<file path="src/hw/pnccg_pkg.sv">
// =============================================================================
// Shared constants and step functions of the pseudo-noise code clock generator
// =============================================================================
// Holds the stage counts, seeds, detector patterns and rates used by all files.
// Assumes one system clock and an asynchronous active-high reset everywhere.
//
// Functional notes
// - Fast and slow recurrences with given seeds
// - Newer bits sit in lower-numbered stages
// - State signal high only for that bit
// - Nine-stage generator with 255, 510, zero decoders
// - Zero detector forces generator out of lockup
// - Phase slip loads zero into stage two
// - Slip after 510 delays sequence two bits
// - Detectors 510 and 255 retimed once
// - Frame falls after 511, rises after 256
// - Half-frame toggles at 511; xor at 256
// - All frame signals registered on fast clock
// - Slow tick coincides with half-frame falling
// - Slow tick once per two fast sequence periods
// - Fast gate is reference divided by two
// - Fast clock is reference gated by gate
// - Slow clock is reference gated by slow gate
// - Fast square wave re-registered on reference
// - Everything derives from the one reference
// - Half-frame period is 2044 reference cycles
package pnccg_pkg;

    // Generator sizes and periods
    localparam int unsigned H_STAGES     = 9;
    localparam int unsigned L_STAGES     = 7;
    localparam int unsigned H_PERIOD     = 511;
    localparam int unsigned L_PERIOD     = 127;
    localparam int unsigned SLOW_DIVIDE  = 1022;
    localparam int unsigned FRAME_DIVIDE = 2044;
    localparam int unsigned H_SLIP_BITS  = 2;

    // Rates in kHz
    localparam int unsigned REF_KHZ = 12800;
    localparam int unsigned SYS_KHZ = 100000;

    // Seeds: first bit in the last stage, newer bits toward stage one
    localparam logic [H_STAGES-1:0] H_SEED       = 9'h0_002;
    localparam logic [L_STAGES-1:0] L_SEED       = 7'h02;
    localparam logic [H_STAGES-1:0] H_SLIP_STATE = 9'h0_001;
    localparam logic [H_STAGES-1:0] H_ZERO_STATE = 9'h0_000;

    // One fast step; stage i is bit i-1 of the vector
    function automatic logic [H_STAGES-1:0] pnccg_h_step(input logic [H_STAGES-1:0] st, input logic slip);
        logic [H_STAGES-1:0] nxt;
        nxt         = {st[H_STAGES-2:0], 1'b0};
        nxt[0]      = (st[8] ^ st[3]) | (st[7:0] == 8'h00);
        nxt[1]      = slip ? 1'b0 : st[0];
        return nxt;
    endfunction

    // One slow step with the same lockup guard over six stages
    function automatic logic [L_STAGES-1:0] pnccg_l_step(input logic [L_STAGES-1:0] st);
        logic [L_STAGES-1:0] nxt;
        nxt    = {st[L_STAGES-2:0], 1'b0};
        nxt[0] = (st[6] ^ st[5]) | (st[5:0] == 6'h00);
        return nxt;
    endfunction

    // State reached after n unslipped steps from the seed
    function automatic logic [H_STAGES-1:0] pnccg_h_walk(input int unsigned n);
        logic [H_STAGES-1:0] st;
        st = H_SEED;
        for (int unsigned i = 0; i < n; i++)
        begin
            st = pnccg_h_step(st, 1'b0);
        end
        return st;
    endfunction

    // Decoder patterns: bit 255 and bit 510 in the last stage
    localparam logic [H_STAGES-1:0] H_DET_255 = pnccg_h_walk(254);
    localparam logic [H_STAGES-1:0] H_DET_510 = pnccg_h_walk(509);

endpackage

</file>
<file path="src/hw/pnccg_seq_if.sv">
// =============================================================================
// Link between the timing core and its two sequence generators
// =============================================================================
// Carries the clock enables, the slip request and the generator states.
// Assumes all signals live in the single system clock domain.
interface pnccg_seq_if import pnccg_pkg::*; ();
    logic                fast_tick;
    logic                slow_tick;
    logic                slip;
    logic [H_STAGES-1:0] h_state;
    logic                h_det_255;
    logic                h_det_510;
    logic                h_zero8;
    logic [L_STAGES-1:0] l_state;

    modport hgen (input fast_tick, slip, output h_state, h_det_255, h_det_510, h_zero8);
    modport lgen (input slow_tick, output l_state);
    modport ctrl (output fast_tick, slow_tick, slip, input h_state, h_det_255, h_det_510, h_zero8, l_state);
endinterface

</file>
<file path="src/hw/pnccg_hgen.sv">
// =============================================================================
// Nine-stage fast sequence generator with word detectors and phase slip
// =============================================================================
// Steps once per fast clock enable. Assumes slip is only meaningful on a tick.
module pnccg_hgen import pnccg_pkg::*;
(
    // Clock and reset
    input  wire logic   sys_clk_i,
    input  wire logic   sys_rst_i,
    // Sequence link
    pnccg_seq_if.hgen   seq
);

    logic [H_STAGES-1:0] state_ff;
    logic [H_STAGES-1:0] nxt_state;

    // Feedback, lockup guard and slip into stage two
    assign nxt_state = pnccg_h_step(state_ff, seq.slip);

    // Shift register, seeded on reset
    always_ff @(posedge sys_clk_i or posedge sys_rst_i)
    begin
        if (sys_rst_i)
            state_ff <= H_SEED;
        else if (seq.fast_tick)
            state_ff <= nxt_state;
    end

    // Word detectors
    assign seq.h_state   = state_ff;
    assign seq.h_det_255 = (state_ff == H_DET_255);
    assign seq.h_det_510 = (state_ff == H_DET_510);
    assign seq.h_zero8   = (state_ff[7:0] == 8'h00);

    // =========================================================================
    // Assertions
    // =========================================================================
    property p_zero_escape;
        @(posedge sys_clk_i) disable iff (sys_rst_i)
        (seq.fast_tick && state_ff == H_ZERO_STATE) |=> state_ff == H_SLIP_STATE;
    endproperty
    a_zero_escape: assert property (p_zero_escape) else $error("Zero state not left");

    property p_slip_zero;
        @(posedge sys_clk_i) disable iff (sys_rst_i)
        (seq.fast_tick && seq.slip && state_ff == H_SLIP_STATE) |=> state_ff == H_ZERO_STATE;
    endproperty
    a_slip_zero: assert property (p_slip_zero) else $error("Slip did not insert zero");

    property p_slip_stage2;
        @(posedge sys_clk_i) disable iff (sys_rst_i)
        (seq.fast_tick && seq.slip) |=> !state_ff[1];
    endproperty
    a_slip_stage2: assert property (p_slip_stage2) else $error("Stage two not zero after slip");

endmodule

</file>
<file path="src/hw/pnccg_lgen.sv">
// =============================================================================
// Seven-stage slow sequence generator
// =============================================================================
// Steps once per slow clock enable. Assumes the enable is a one-cycle pulse.
module pnccg_lgen import pnccg_pkg::*;
(
    // Clock and reset
    input  wire logic   sys_clk_i,
    input  wire logic   sys_rst_i,
    // Sequence link
    pnccg_seq_if.lgen   seq
);

    logic [L_STAGES-1:0] state_ff;

    // Shift register with recurrence feedback
    always_ff @(posedge sys_clk_i or posedge sys_rst_i)
    begin
        if (sys_rst_i)
            state_ff <= L_SEED;
        else if (seq.slow_tick)
            state_ff <= pnccg_l_step(state_ff);
    end

    assign seq.l_state = state_ff;

    property p_l_recur;
        @(posedge sys_clk_i) disable iff (sys_rst_i)
        (seq.slow_tick && state_ff[5:0] != 6'h00) |=> state_ff[0] == ($past(state_ff[6]) ^ $past(state_ff[5]));
    endproperty
    a_l_recur: assert property (p_l_recur) else $error("Slow recurrence broken");

endmodule

</file>
<file path="src/hw/pnccg_top.sv">
// =============================================================================
// Pseudo-noise code clock generator, timing core
// =============================================================================
// Shapes the double-rate reference into fast and slow code clock enables,
// runs both sequence generators and builds the frame-rate waveforms.
// Assumes the reference input is already synchronous to sys_clk_i and that
// the system clock is at least four times the reference rate.
module pnccg_top import pnccg_pkg::*;
#(
    parameter int unsigned SYS_CLK_KHZ = SYS_KHZ,
    parameter int unsigned REF_CLK_KHZ = REF_KHZ
)
(
    // Clock and reset
    input  wire logic                sys_clk_i,
    input  wire logic                sys_rst_i,
    // Reference and phase control
    input  wire logic                double_rate_reference_i,
    input  wire logic                phase_slip_i,
    // Clock enables and gates
    output logic                     fast_code_clock_o,
    output logic                     slow_code_clock_o,
    output logic                     fast_clock_gate_o,
    output logic                     slow_clock_gate_o,
    output logic                     fast_square_o,
    // Sequences
    output logic [H_STAGES-1:0]      fast_stages_o,
    output logic [L_STAGES-1:0]      slow_stages_o,
    output logic                     fast_seq_o,
    output logic                     slow_seq_o,
    // Frame timing
    output logic                     state_256_o,
    output logic                     state_511_o,
    output logic                     frame_o,
    output logic                     half_frame_o,
    output logic                     frame_xor_o
);

    // =========================================================================
    // Elaboration checks
    // =========================================================================
    // The reference must be sampled with at least two clocks per half period
    if (SYS_CLK_KHZ < 4 * REF_CLK_KHZ)
    begin : g_rate_check
        $error("System clock too slow for the reference");
    end

    // =========================================================================
    // Declarations
    // =========================================================================
    pnccg_seq_if seq ();

    logic ref_d_ff;
    logic fast_gate_ff;
    logic fast_square_ff;
    logic h511_ff;
    logic h256_ff;
    logic frame_ff;
    logic half_ff;
    logic xor_ff;

    logic ref_tick;
    logic fast_tick;
    logic slow_gate;
    logic slow_tick;
    logic fall_511;
    logic fall_256;
    logic nxt_frame;
    logic nxt_half;

    // =========================================================================
    // Reference shaping
    // =========================================================================
    // Rising edge of the reference marks one double-rate period
    always_ff @(posedge sys_clk_i or posedge sys_rst_i)
    begin
        if (sys_rst_i)
            ref_d_ff <= 1'b0;
        else
            ref_d_ff <= double_rate_reference_i;
    end

    // One-cycle tick per reference period
    assign ref_tick = double_rate_reference_i & ~ref_d_ff;

    // Divide by two to form the fast gate
    always_ff @(posedge sys_clk_i or posedge sys_rst_i)
    begin
        if (sys_rst_i)
            fast_gate_ff <= 1'b0;
        else if (ref_tick)
            fast_gate_ff <= ~fast_gate_ff;
    end

    // Square wave re-registered on the reference
    always_ff @(posedge sys_clk_i or posedge sys_rst_i)
    begin
        if (sys_rst_i)
            fast_square_ff <= 1'b0;
        else if (ref_tick)
            fast_square_ff <= fast_gate_ff;
    end

    // =========================================================================
    // Clock enables
    // =========================================================================
    // Fast enable: reference gated by the fast gate; slow enable reuses the
    // same reference tick so both stay aligned to one edge
    assign fast_tick = ref_tick & fast_gate_ff;
    assign slow_gate = h511_ff & half_ff & fast_gate_ff;
    assign slow_tick = ref_tick & slow_gate;

    assign seq.fast_tick = fast_tick;
    assign seq.slow_tick = slow_tick;
    assign seq.slip      = phase_slip_i;

    // =========================================================================
    // Sequence generators
    // =========================================================================
    pnccg_hgen u_hgen
    (
        .sys_clk_i (sys_clk_i),
        .sys_rst_i (sys_rst_i),
        .seq       (seq.hgen)
    );

    pnccg_lgen u_lgen
    (
        .sys_clk_i (sys_clk_i),
        .sys_rst_i (sys_rst_i),
        .seq       (seq.lgen)
    );

    // =========================================================================
    // Retimed state pulses
    // =========================================================================
    // Detectors for 510 and 255 delayed by one fast clock
    always_ff @(posedge sys_clk_i or posedge sys_rst_i)
    begin
        if (sys_rst_i)
        begin
            h511_ff <= 1'b0;
            h256_ff <= 1'b0;
        end
        else if (fast_tick)
        begin
            h511_ff <= seq.h_det_510;
            h256_ff <= seq.h_det_255;
        end
    end

    // Falling edges of the retimed pulses, seen at the fast tick
    assign fall_511 = fast_tick & h511_ff & ~seq.h_det_510;
    assign fall_256 = fast_tick & h256_ff & ~seq.h_det_255;

    // =========================================================================
    // Frame waveforms
    // =========================================================================
    // Frame low after 511, high after 256; half-frame toggles after 511
    assign nxt_frame = fall_511 ? 1'b0 : (fall_256 ? 1'b1 : frame_ff);
    assign nxt_half  = fall_511 ? ~half_ff : half_ff;

    // All frame outputs share the fast enable
    always_ff @(posedge sys_clk_i or posedge sys_rst_i)
    begin
        if (sys_rst_i)
        begin
            frame_ff <= 1'b0;
            half_ff  <= 1'b0;
            xor_ff   <= 1'b0;
        end
        else if (fast_tick)
        begin
            frame_ff <= nxt_frame;
            half_ff  <= nxt_half;
            xor_ff   <= nxt_frame ^ nxt_half;
        end
    end

    // =========================================================================
    // Outputs
    // =========================================================================
    // Enables are combinational pulses and the slow gate is combinational; the rest come from flip-flops
    assign fast_code_clock_o = fast_tick;
    assign slow_code_clock_o = slow_tick;
    assign fast_clock_gate_o = fast_gate_ff;
    assign slow_clock_gate_o = slow_gate;
    assign fast_square_o     = fast_square_ff;
    assign fast_stages_o     = seq.h_state;
    assign slow_stages_o     = seq.l_state;
    assign fast_seq_o        = seq.h_state[H_STAGES-1];
    assign slow_seq_o        = seq.l_state[L_STAGES-1];
    assign state_256_o       = h256_ff;
    assign state_511_o       = h511_ff;
    assign frame_o           = frame_ff;
    assign half_frame_o      = half_ff;
    assign frame_xor_o       = xor_ff;

    // =========================================================================
    // Assertion helpers
    // =========================================================================
    // Fast ticks since the last slow tick, and whether one has been seen
    logic [10:0] chk_fast_cnt_ff;
    logic        chk_slow_seen_ff;
    logic [9:0]  chk_frame_cnt_ff;
    logic        chk_frame_seen_ff;
    logic [10:0] chk_slow_extra_ff;
    logic        chk_frame_slip_ff;

    always_ff @(posedge sys_clk_i or posedge sys_rst_i)
    begin
        if (sys_rst_i)
        begin
            chk_fast_cnt_ff   <= 11'h000;
            chk_slow_seen_ff  <= 1'b0;
            chk_slow_extra_ff <= 11'h000;
        end
        else if (slow_tick)
        begin
            chk_fast_cnt_ff   <= 11'h001;
            chk_slow_seen_ff  <= 1'b1;
            chk_slow_extra_ff <= phase_slip_i ? 11'(H_SLIP_BITS) : 11'h000;
        end
        else if (fast_tick)
        begin
            // A slip at the end of 511 adds two ticks; any other slip voids the count
            chk_fast_cnt_ff <= chk_fast_cnt_ff + 11'h001;
            if (phase_slip_i && fall_511)
                chk_slow_extra_ff <= chk_slow_extra_ff + 11'(H_SLIP_BITS);
            else if (phase_slip_i)
                chk_slow_seen_ff  <= 1'b0;
        end
    end

    // Fast ticks between frame falls
    always_ff @(posedge sys_clk_i or posedge sys_rst_i)
    begin
        if (sys_rst_i)
        begin
            chk_frame_cnt_ff  <= 10'h000;
            chk_frame_seen_ff <= 1'b0;
            chk_frame_slip_ff <= 1'b0;
        end
        else if (fall_511)
        begin
            chk_frame_cnt_ff  <= 10'h001;
            chk_frame_seen_ff <= 1'b1;
            chk_frame_slip_ff <= phase_slip_i;
        end
        else if (fast_tick)
        begin
            // A slip away from the end of 511 leaves the period unknown
            chk_frame_cnt_ff  <= chk_frame_cnt_ff + 10'h001;
            if (phase_slip_i)
                chk_frame_seen_ff <= 1'b0;
        end
    end

    // =========================================================================
    // Assertions
    // =========================================================================
    property p_fast_gate_div;
        @(posedge sys_clk_i) disable iff (sys_rst_i)
        ref_tick |=> fast_gate_ff != $past(fast_gate_ff);
    endproperty
    a_fast_gate_div: assert property (p_fast_gate_div) else $error("Fast gate did not divide");

    property p_fast_tick_gated;
        @(posedge sys_clk_i) disable iff (sys_rst_i)
        fast_tick |-> ref_tick && fast_gate_ff ##1 !fast_gate_ff;
    endproperty
    a_fast_tick_gated: assert property (p_fast_tick_gated) else $error("Fast tick not gated");

    property p_square_follow;
        @(posedge sys_clk_i) disable iff (sys_rst_i)
        ref_tick |=> fast_square_ff == $past(fast_gate_ff);
    endproperty
    a_square_follow: assert property (p_square_follow) else $error("Square wave not re-registered");

    property p_h511_retime;
        @(posedge sys_clk_i) disable iff (sys_rst_i)
        (fast_tick && seq.h_det_510) |=> h511_ff ##1 (h511_ff throughout !fast_tick [*1]);
    endproperty
    a_h511_retime: assert property (p_h511_retime) else $error("Retimed 511 missing");

    property p_h256_retime;
        @(posedge sys_clk_i) disable iff (sys_rst_i)
        $rose(h256_ff) |-> $past(seq.h_det_255) && $past(fast_tick);
    endproperty
    a_h256_retime: assert property (p_h256_retime) else $error("Retimed 256 without detector");

    property p_h511_state;
        @(posedge sys_clk_i) disable iff (sys_rst_i)
        $rose(h511_ff) |-> $past(seq.h_state) == H_DET_510;
    endproperty
    a_h511_state: assert property (p_h511_state) else $error("Retimed 511 not after state 510");

    property p_frame_fall;
        @(posedge sys_clk_i) disable iff (sys_rst_i)
        $fell(frame_ff) |-> $past(h511_ff) && !h511_ff;
    endproperty
    a_frame_fall: assert property (p_frame_fall) else $error("Frame fell off 511");

    property p_frame_rise;
        @(posedge sys_clk_i) disable iff (sys_rst_i)
        $rose(frame_ff) |-> $past(h256_ff) && !h256_ff;
    endproperty
    a_frame_rise: assert property (p_frame_rise) else $error("Frame rose off 256");

    property p_half_toggle;
        @(posedge sys_clk_i) disable iff (sys_rst_i)
        $changed(half_ff) |-> $past(h511_ff) && $past(fast_tick) && !h511_ff;
    endproperty
    a_half_toggle: assert property (p_half_toggle) else $error("Half-frame moved off 511");

    property p_xor_move;
        @(posedge sys_clk_i) disable iff (sys_rst_i)
        $changed(xor_ff) |-> $past(h256_ff) && $past(fast_tick);
    endproperty
    a_xor_move: assert property (p_xor_move) else $error("Frame xor moved off 256");

    property p_slow_on_half_fall;
        @(posedge sys_clk_i) disable iff (sys_rst_i)
        slow_tick |-> fast_tick && half_ff ##1 !half_ff;
    endproperty
    a_slow_on_half_fall: assert property (p_slow_on_half_fall) else $error("Slow tick not at half fall");

    property p_slow_period;
        @(posedge sys_clk_i) disable iff (sys_rst_i)
        (slow_tick && chk_slow_seen_ff) |-> chk_fast_cnt_ff == 11'(SLOW_DIVIDE) + chk_slow_extra_ff;
    endproperty
    a_slow_period: assert property (p_slow_period) else $error("Slow period not 1022 fast ticks");

    property p_frame_period;
        @(posedge sys_clk_i) disable iff (sys_rst_i)
        (fall_511 && chk_frame_seen_ff) |->
            chk_frame_cnt_ff == (chk_frame_slip_ff ? 10'(H_PERIOD + H_SLIP_BITS) : 10'(H_PERIOD));
    endproperty
    a_frame_period: assert property (p_frame_period) else $error("Frame period not 511");

    property p_fast_recur;
        @(posedge sys_clk_i) disable iff (sys_rst_i)
        (fast_tick && !seq.h_zero8) |=> seq.h_state[0] == ($past(seq.h_state[8]) ^ $past(seq.h_state[3]));
    endproperty
    a_fast_recur: assert property (p_fast_recur) else $error("Fast recurrence broken");

endmodule

</file>
<file path="config.mk">
export PLATFORM = sky130hd
export DESIGN_NAME = pnccg_top
export DESIGN_NICKNAME = d
export VERILOG_FILES = /design/src/hw/pnccg_pkg.sv /design/src/hw/pnccg_seq_if.sv /design/src/hw/pnccg_hgen.sv /design/src/hw/pnccg_lgen.sv /design/src/hw/pnccg_top.sv
export SDC_FILE = /design/constraint.sdc
export NUM_CORES = 1
export LEC_CHECK = 0
export BUFFER_PORTS_ARGS = -buffer_cell sky130_fd_sc_hd__buf_2
export CAP_MARGIN = 20
export CORE_MARGIN = 5
export CORE_UTILIZATION = 44
export CTS_BUF_LIST = sky130_fd_sc_hd__clkbuf_8 sky130_fd_sc_hd__clkbuf_16
export DETAILED_ROUTE_END_ITERATION = 6
export PLACE_DENSITY = 0.75
export SLEW_MARGIN = 5
export SYNTH_ARGS = -nofsm -noshare
export SYNTH_HDL_FRONTEND = slang
export SYNTH_SLANG_ARGS = --single-unit
</file>
<file path="constraint.sdc">
create_clock -name sys_clk_i -period 1.84 [get_ports sys_clk_i]
set_clock_uncertainty 0.2 [all_clocks]
set_input_delay 0.092 -clock sys_clk_i [delete_from_list [all_inputs] [get_ports sys_clk_i]]
set_output_delay 0.092 -clock sys_clk_i [all_outputs]
set_load 0.05 [all_outputs]
</file>
==> results.json <==
{
  "layout-drive-gt1-share": 0.447,
  "crit_start": "u_hgen.seq.h_state[6]",
  "min_path_type": "input pin to async pin",
  "groute.usage.overall": 0.146,
  "grt-busiest-layer": "met2",
  "slew_headroom": 0.598,
  "io_buffers": 31,
  "syn_area_um2": 1070,
  "grt_start_max_net_pins": 17,
  "drt_wl_total_um": 2390,
  "period_share": 1.08,
  "layout.cells.most_common": "buf_2",
  "crit_chain": "or4_4 -> o311a_4 -> o31a_1 -> o31ai_2",
  "firstDrtPassIters": 4,
  "fin_util": 0.610,
  "dieArea_um2": 3520,
  "grt_pass1_vias": 901,
  "cts_buffers": 3,
  "fin_ws_ns": -0.142,
  "cap_violations": 0,
  "worstMarginPinSlew_ns": 0.603,
  "hold_viol": 0,
  "clkTransAtPathRegs_ns": 0.08,
  "slew_viol_final": 0,
  "synth_top_cell_by_area": "dfrtp_1",
  "power.static_leakage_nw": 0.780,
  "synth-edff-count": 0,
  "vias": 877,
  "io_pins": 32,
  "rsz0062_at_grt": "true",
  "ys.flop_type": "dfrtp_1",
  "finalCriticalPeriod_ns": 1.98,
  "reg2reg_from": "u_hgen.seq.h_state[6]",
  "p_per_area_nw_per_um2": 1790,
  "crit_required_ns": 1.81,
  "synth_area_leaders": "dfrtp_1 (51%), nand2_1 (10%), mux2_2 (7.4%)",
  "cp_max_fo": 3,
  "nFillCells": 189,
  "grt_first_pass_wirelength_um": 3940,
  "status": "finished with violations",
  "grt.overflow.total": 0,
  "htree_levels": 1,
  "avgRoutedWirePerCell_um": 14.1,
  "drtAntennaViolNets": 0,
  "fin_setup_tns_ns": -0.142,
  "setup.worst_path.end_class": "register",
  "critical_path_buf_inv_count": 0,
  "clk_latency_ns": 0.26,
  "synth_top_area_frac": 0.514,
  "critPathKind": "register to register",
  "drtIter0Drc": 29,
  "max-clock-path-buffers": 2,
  "async_reset_ff_frac": 1.00,
  "grt_util_met2": 0.268,
  "diodes": 0,
  "syn2layout_area_growth_pct": 29.6,
  "vias_per_cell": 5.19,
  "startpoint_type": "register",
  "antenna_found_initial": 0,
  "die_y_um": 59.3,
  "worstPathArrival_ns": 1.96,
  "max_freq_ghz": 0.505,
  "cts_root_buffer": "clkbuf_8",
  "syn_nets": 106,
  "crit_family": "compound AO/OA/AOI/OAI gates",
  "rows": 17,
  "violations": "negative setup slack",
  "drc": 0,
  "gr-usage-met3": 0.0261,
  "vdd_ir_drop_max_mv": 1.25,
  "ys_ff_latch": 24,
  "ys_seq_area_frac": 0.563,
  "dp_hpwl_um": 1760,
  "netlist-cell-type-count": 28,
  "core_area_um2": 2280,
  "cts_sinks": 24,
  "setup_violations": 1,
  "die_w_um": 59.3,
  "final_cell_mix": "buf_2 (30), nand2_1 (29), dfrtp_1 (20), buf_4 (14), mux2_2 (7)",
  "cpPeakStageDelay_ns": 0.53,
  "start_util": 0.471,
  "cts_tree": "done",
  "grtUsageMet1": 0.163,
  "cp_slowest_cell": "or4_4",
  "synth_warnings": 0,
  "nets": 146,
  "place_congestion": 0.730,
  "syn_area_per_cell_um2": 10.5,
  "postSynthCellCount": 102
}
==> routing by layer <==
metal | up-vias | share of wire
li1 | 416 | -
met1 | 429 | 0.41
met2 | 30 | 0.51
met3 | 2 | 0.066
met4 | 0 | 0.0054
met5 | - | 0
==> repair_timing <==
action                                  4_1_cts  5_1_grt
hold endpoints to repair                     17        0
buffers inserted                              0        0
hold buffers                                  3        0
endpoints found under the setup margin        2        2
pin swaps                                     1        0
resized for setup                             4        0
==> cell families (layout without fill, tap and decap cells) <==
| family | Yosys count | after routing | share of synthesized area |
|---|---|---|---|
| mux | 7 | 7 | 0.0736 |
| flops | 24 | 24 | 0.563 |
| compound gates | 11 | 11 | 0.0713 |
| xor+xnor | 3 | 3 | 0.0245 |
| simple gates | 42 | 42 | 0.183 |
| buf+inv | 15 | 54 | 0.0841 |
==> where the power goes <==
group / leakage (nW) / internal, W / switching [W] / total, W
registers: 0.311 / 0.000682 / 0.000134 / 0.000816
logic: 0.441 / 0.000425 / 0.000892 / 0.00132
clock network: 0.0288 / 0.000191 / 0.000158 / 0.000349
total: 0.780 / 0.00130 / 0.00118 / 0.00248
==> cell type report <==
cell class | instances | area [um2] | area share
Clock buffer | 4 | 55.1 | 0.0397
Sequential cell | 24 | 606 | 0.436
Multi-Input combinational cell | 63 | 395 | 0.285
Inverter | 3 | 11.3 | 0.00812
Timing Repair Buffer | 47 | 285 | 0.206
Tap cell | 28 | 35.0 | 0.0252
==> per-stage QoR <==
stage / hold slack [ns] / setup slack [ns] / std cells / power, W / cell area [um2]
floorplan: -0.0950 / -0.109 / 102 / 0.00178 / 1080
global placement: -0.0191 / -0.101 / 162 / 0.00209 / 1280
detailed placement: -0.00826 / -0.190 / 162 / 0.00212 / 1280
CTS: 0.252 / -0.157 / 169 / 0.00250 / 1390
global route: 0.301 / -0.180 / 169 / 0.00262 / 1390
finish: 0.237 / -0.142 / 169 / 0.00248 / 1390
==> cell usage after synthesis (2+ instances only) <==
| library cell | instances |
|---|---|
| nand2_1 | 29 |
| dfrtp_1 | 22 |
| buf_4 | 9 |
| mux2_2 | 7 |
| inv_1 | 3 |
| nor4_1 | 3 |
| a21oi_1 | 2 |
| and3_1 | 2 |
| clkbuf_1 | 2 |
| dfstp_2 | 2 |
| nand3b_1 | 2 |
| o21ai_0 | 2 |
| xnor2_1 | 2 |
==> path summary, 6_finish.rpt <==
path | end | slack [ns] | cells after the start
max | frame_xor_o | -0.14 | 4
min | u_lgen.seq.l_state[3] | 0.24 | 3
max reg2reg | frame_xor_o | -0.14 | 4
min reg2reg | fast_square_o | 0.29 | 2
max in group asynchronous | fast_clock_gate_o | 0.63 | 4
min in group sys_clk_i | fast_square_o | 0.29 | 2
==> sequential cells by signal, summed over array words and instances, names as in the netlist <==
signal              count
fast_clock_gate_o       1
fast_square_o           1
frame_o                 1
frame_xor_o             1
half_frame_o            1
ref_d_ff                1
state_256_o             1
state_511_o             1
u_hgen.seq.h_state      9
u_lgen.seq.l_state      7
==> worst register-to-register path, delay by kind of cell (launching register included) <==
family / cells / cell delay (ns)
AO/OA/AOI/OAI: 3 / 0.77
AND/OR/NAND/NOR: 1 / 0.53
flip-flops: 1 / 0.39
No activity file was read; power rests on OpenSTA's default activity.
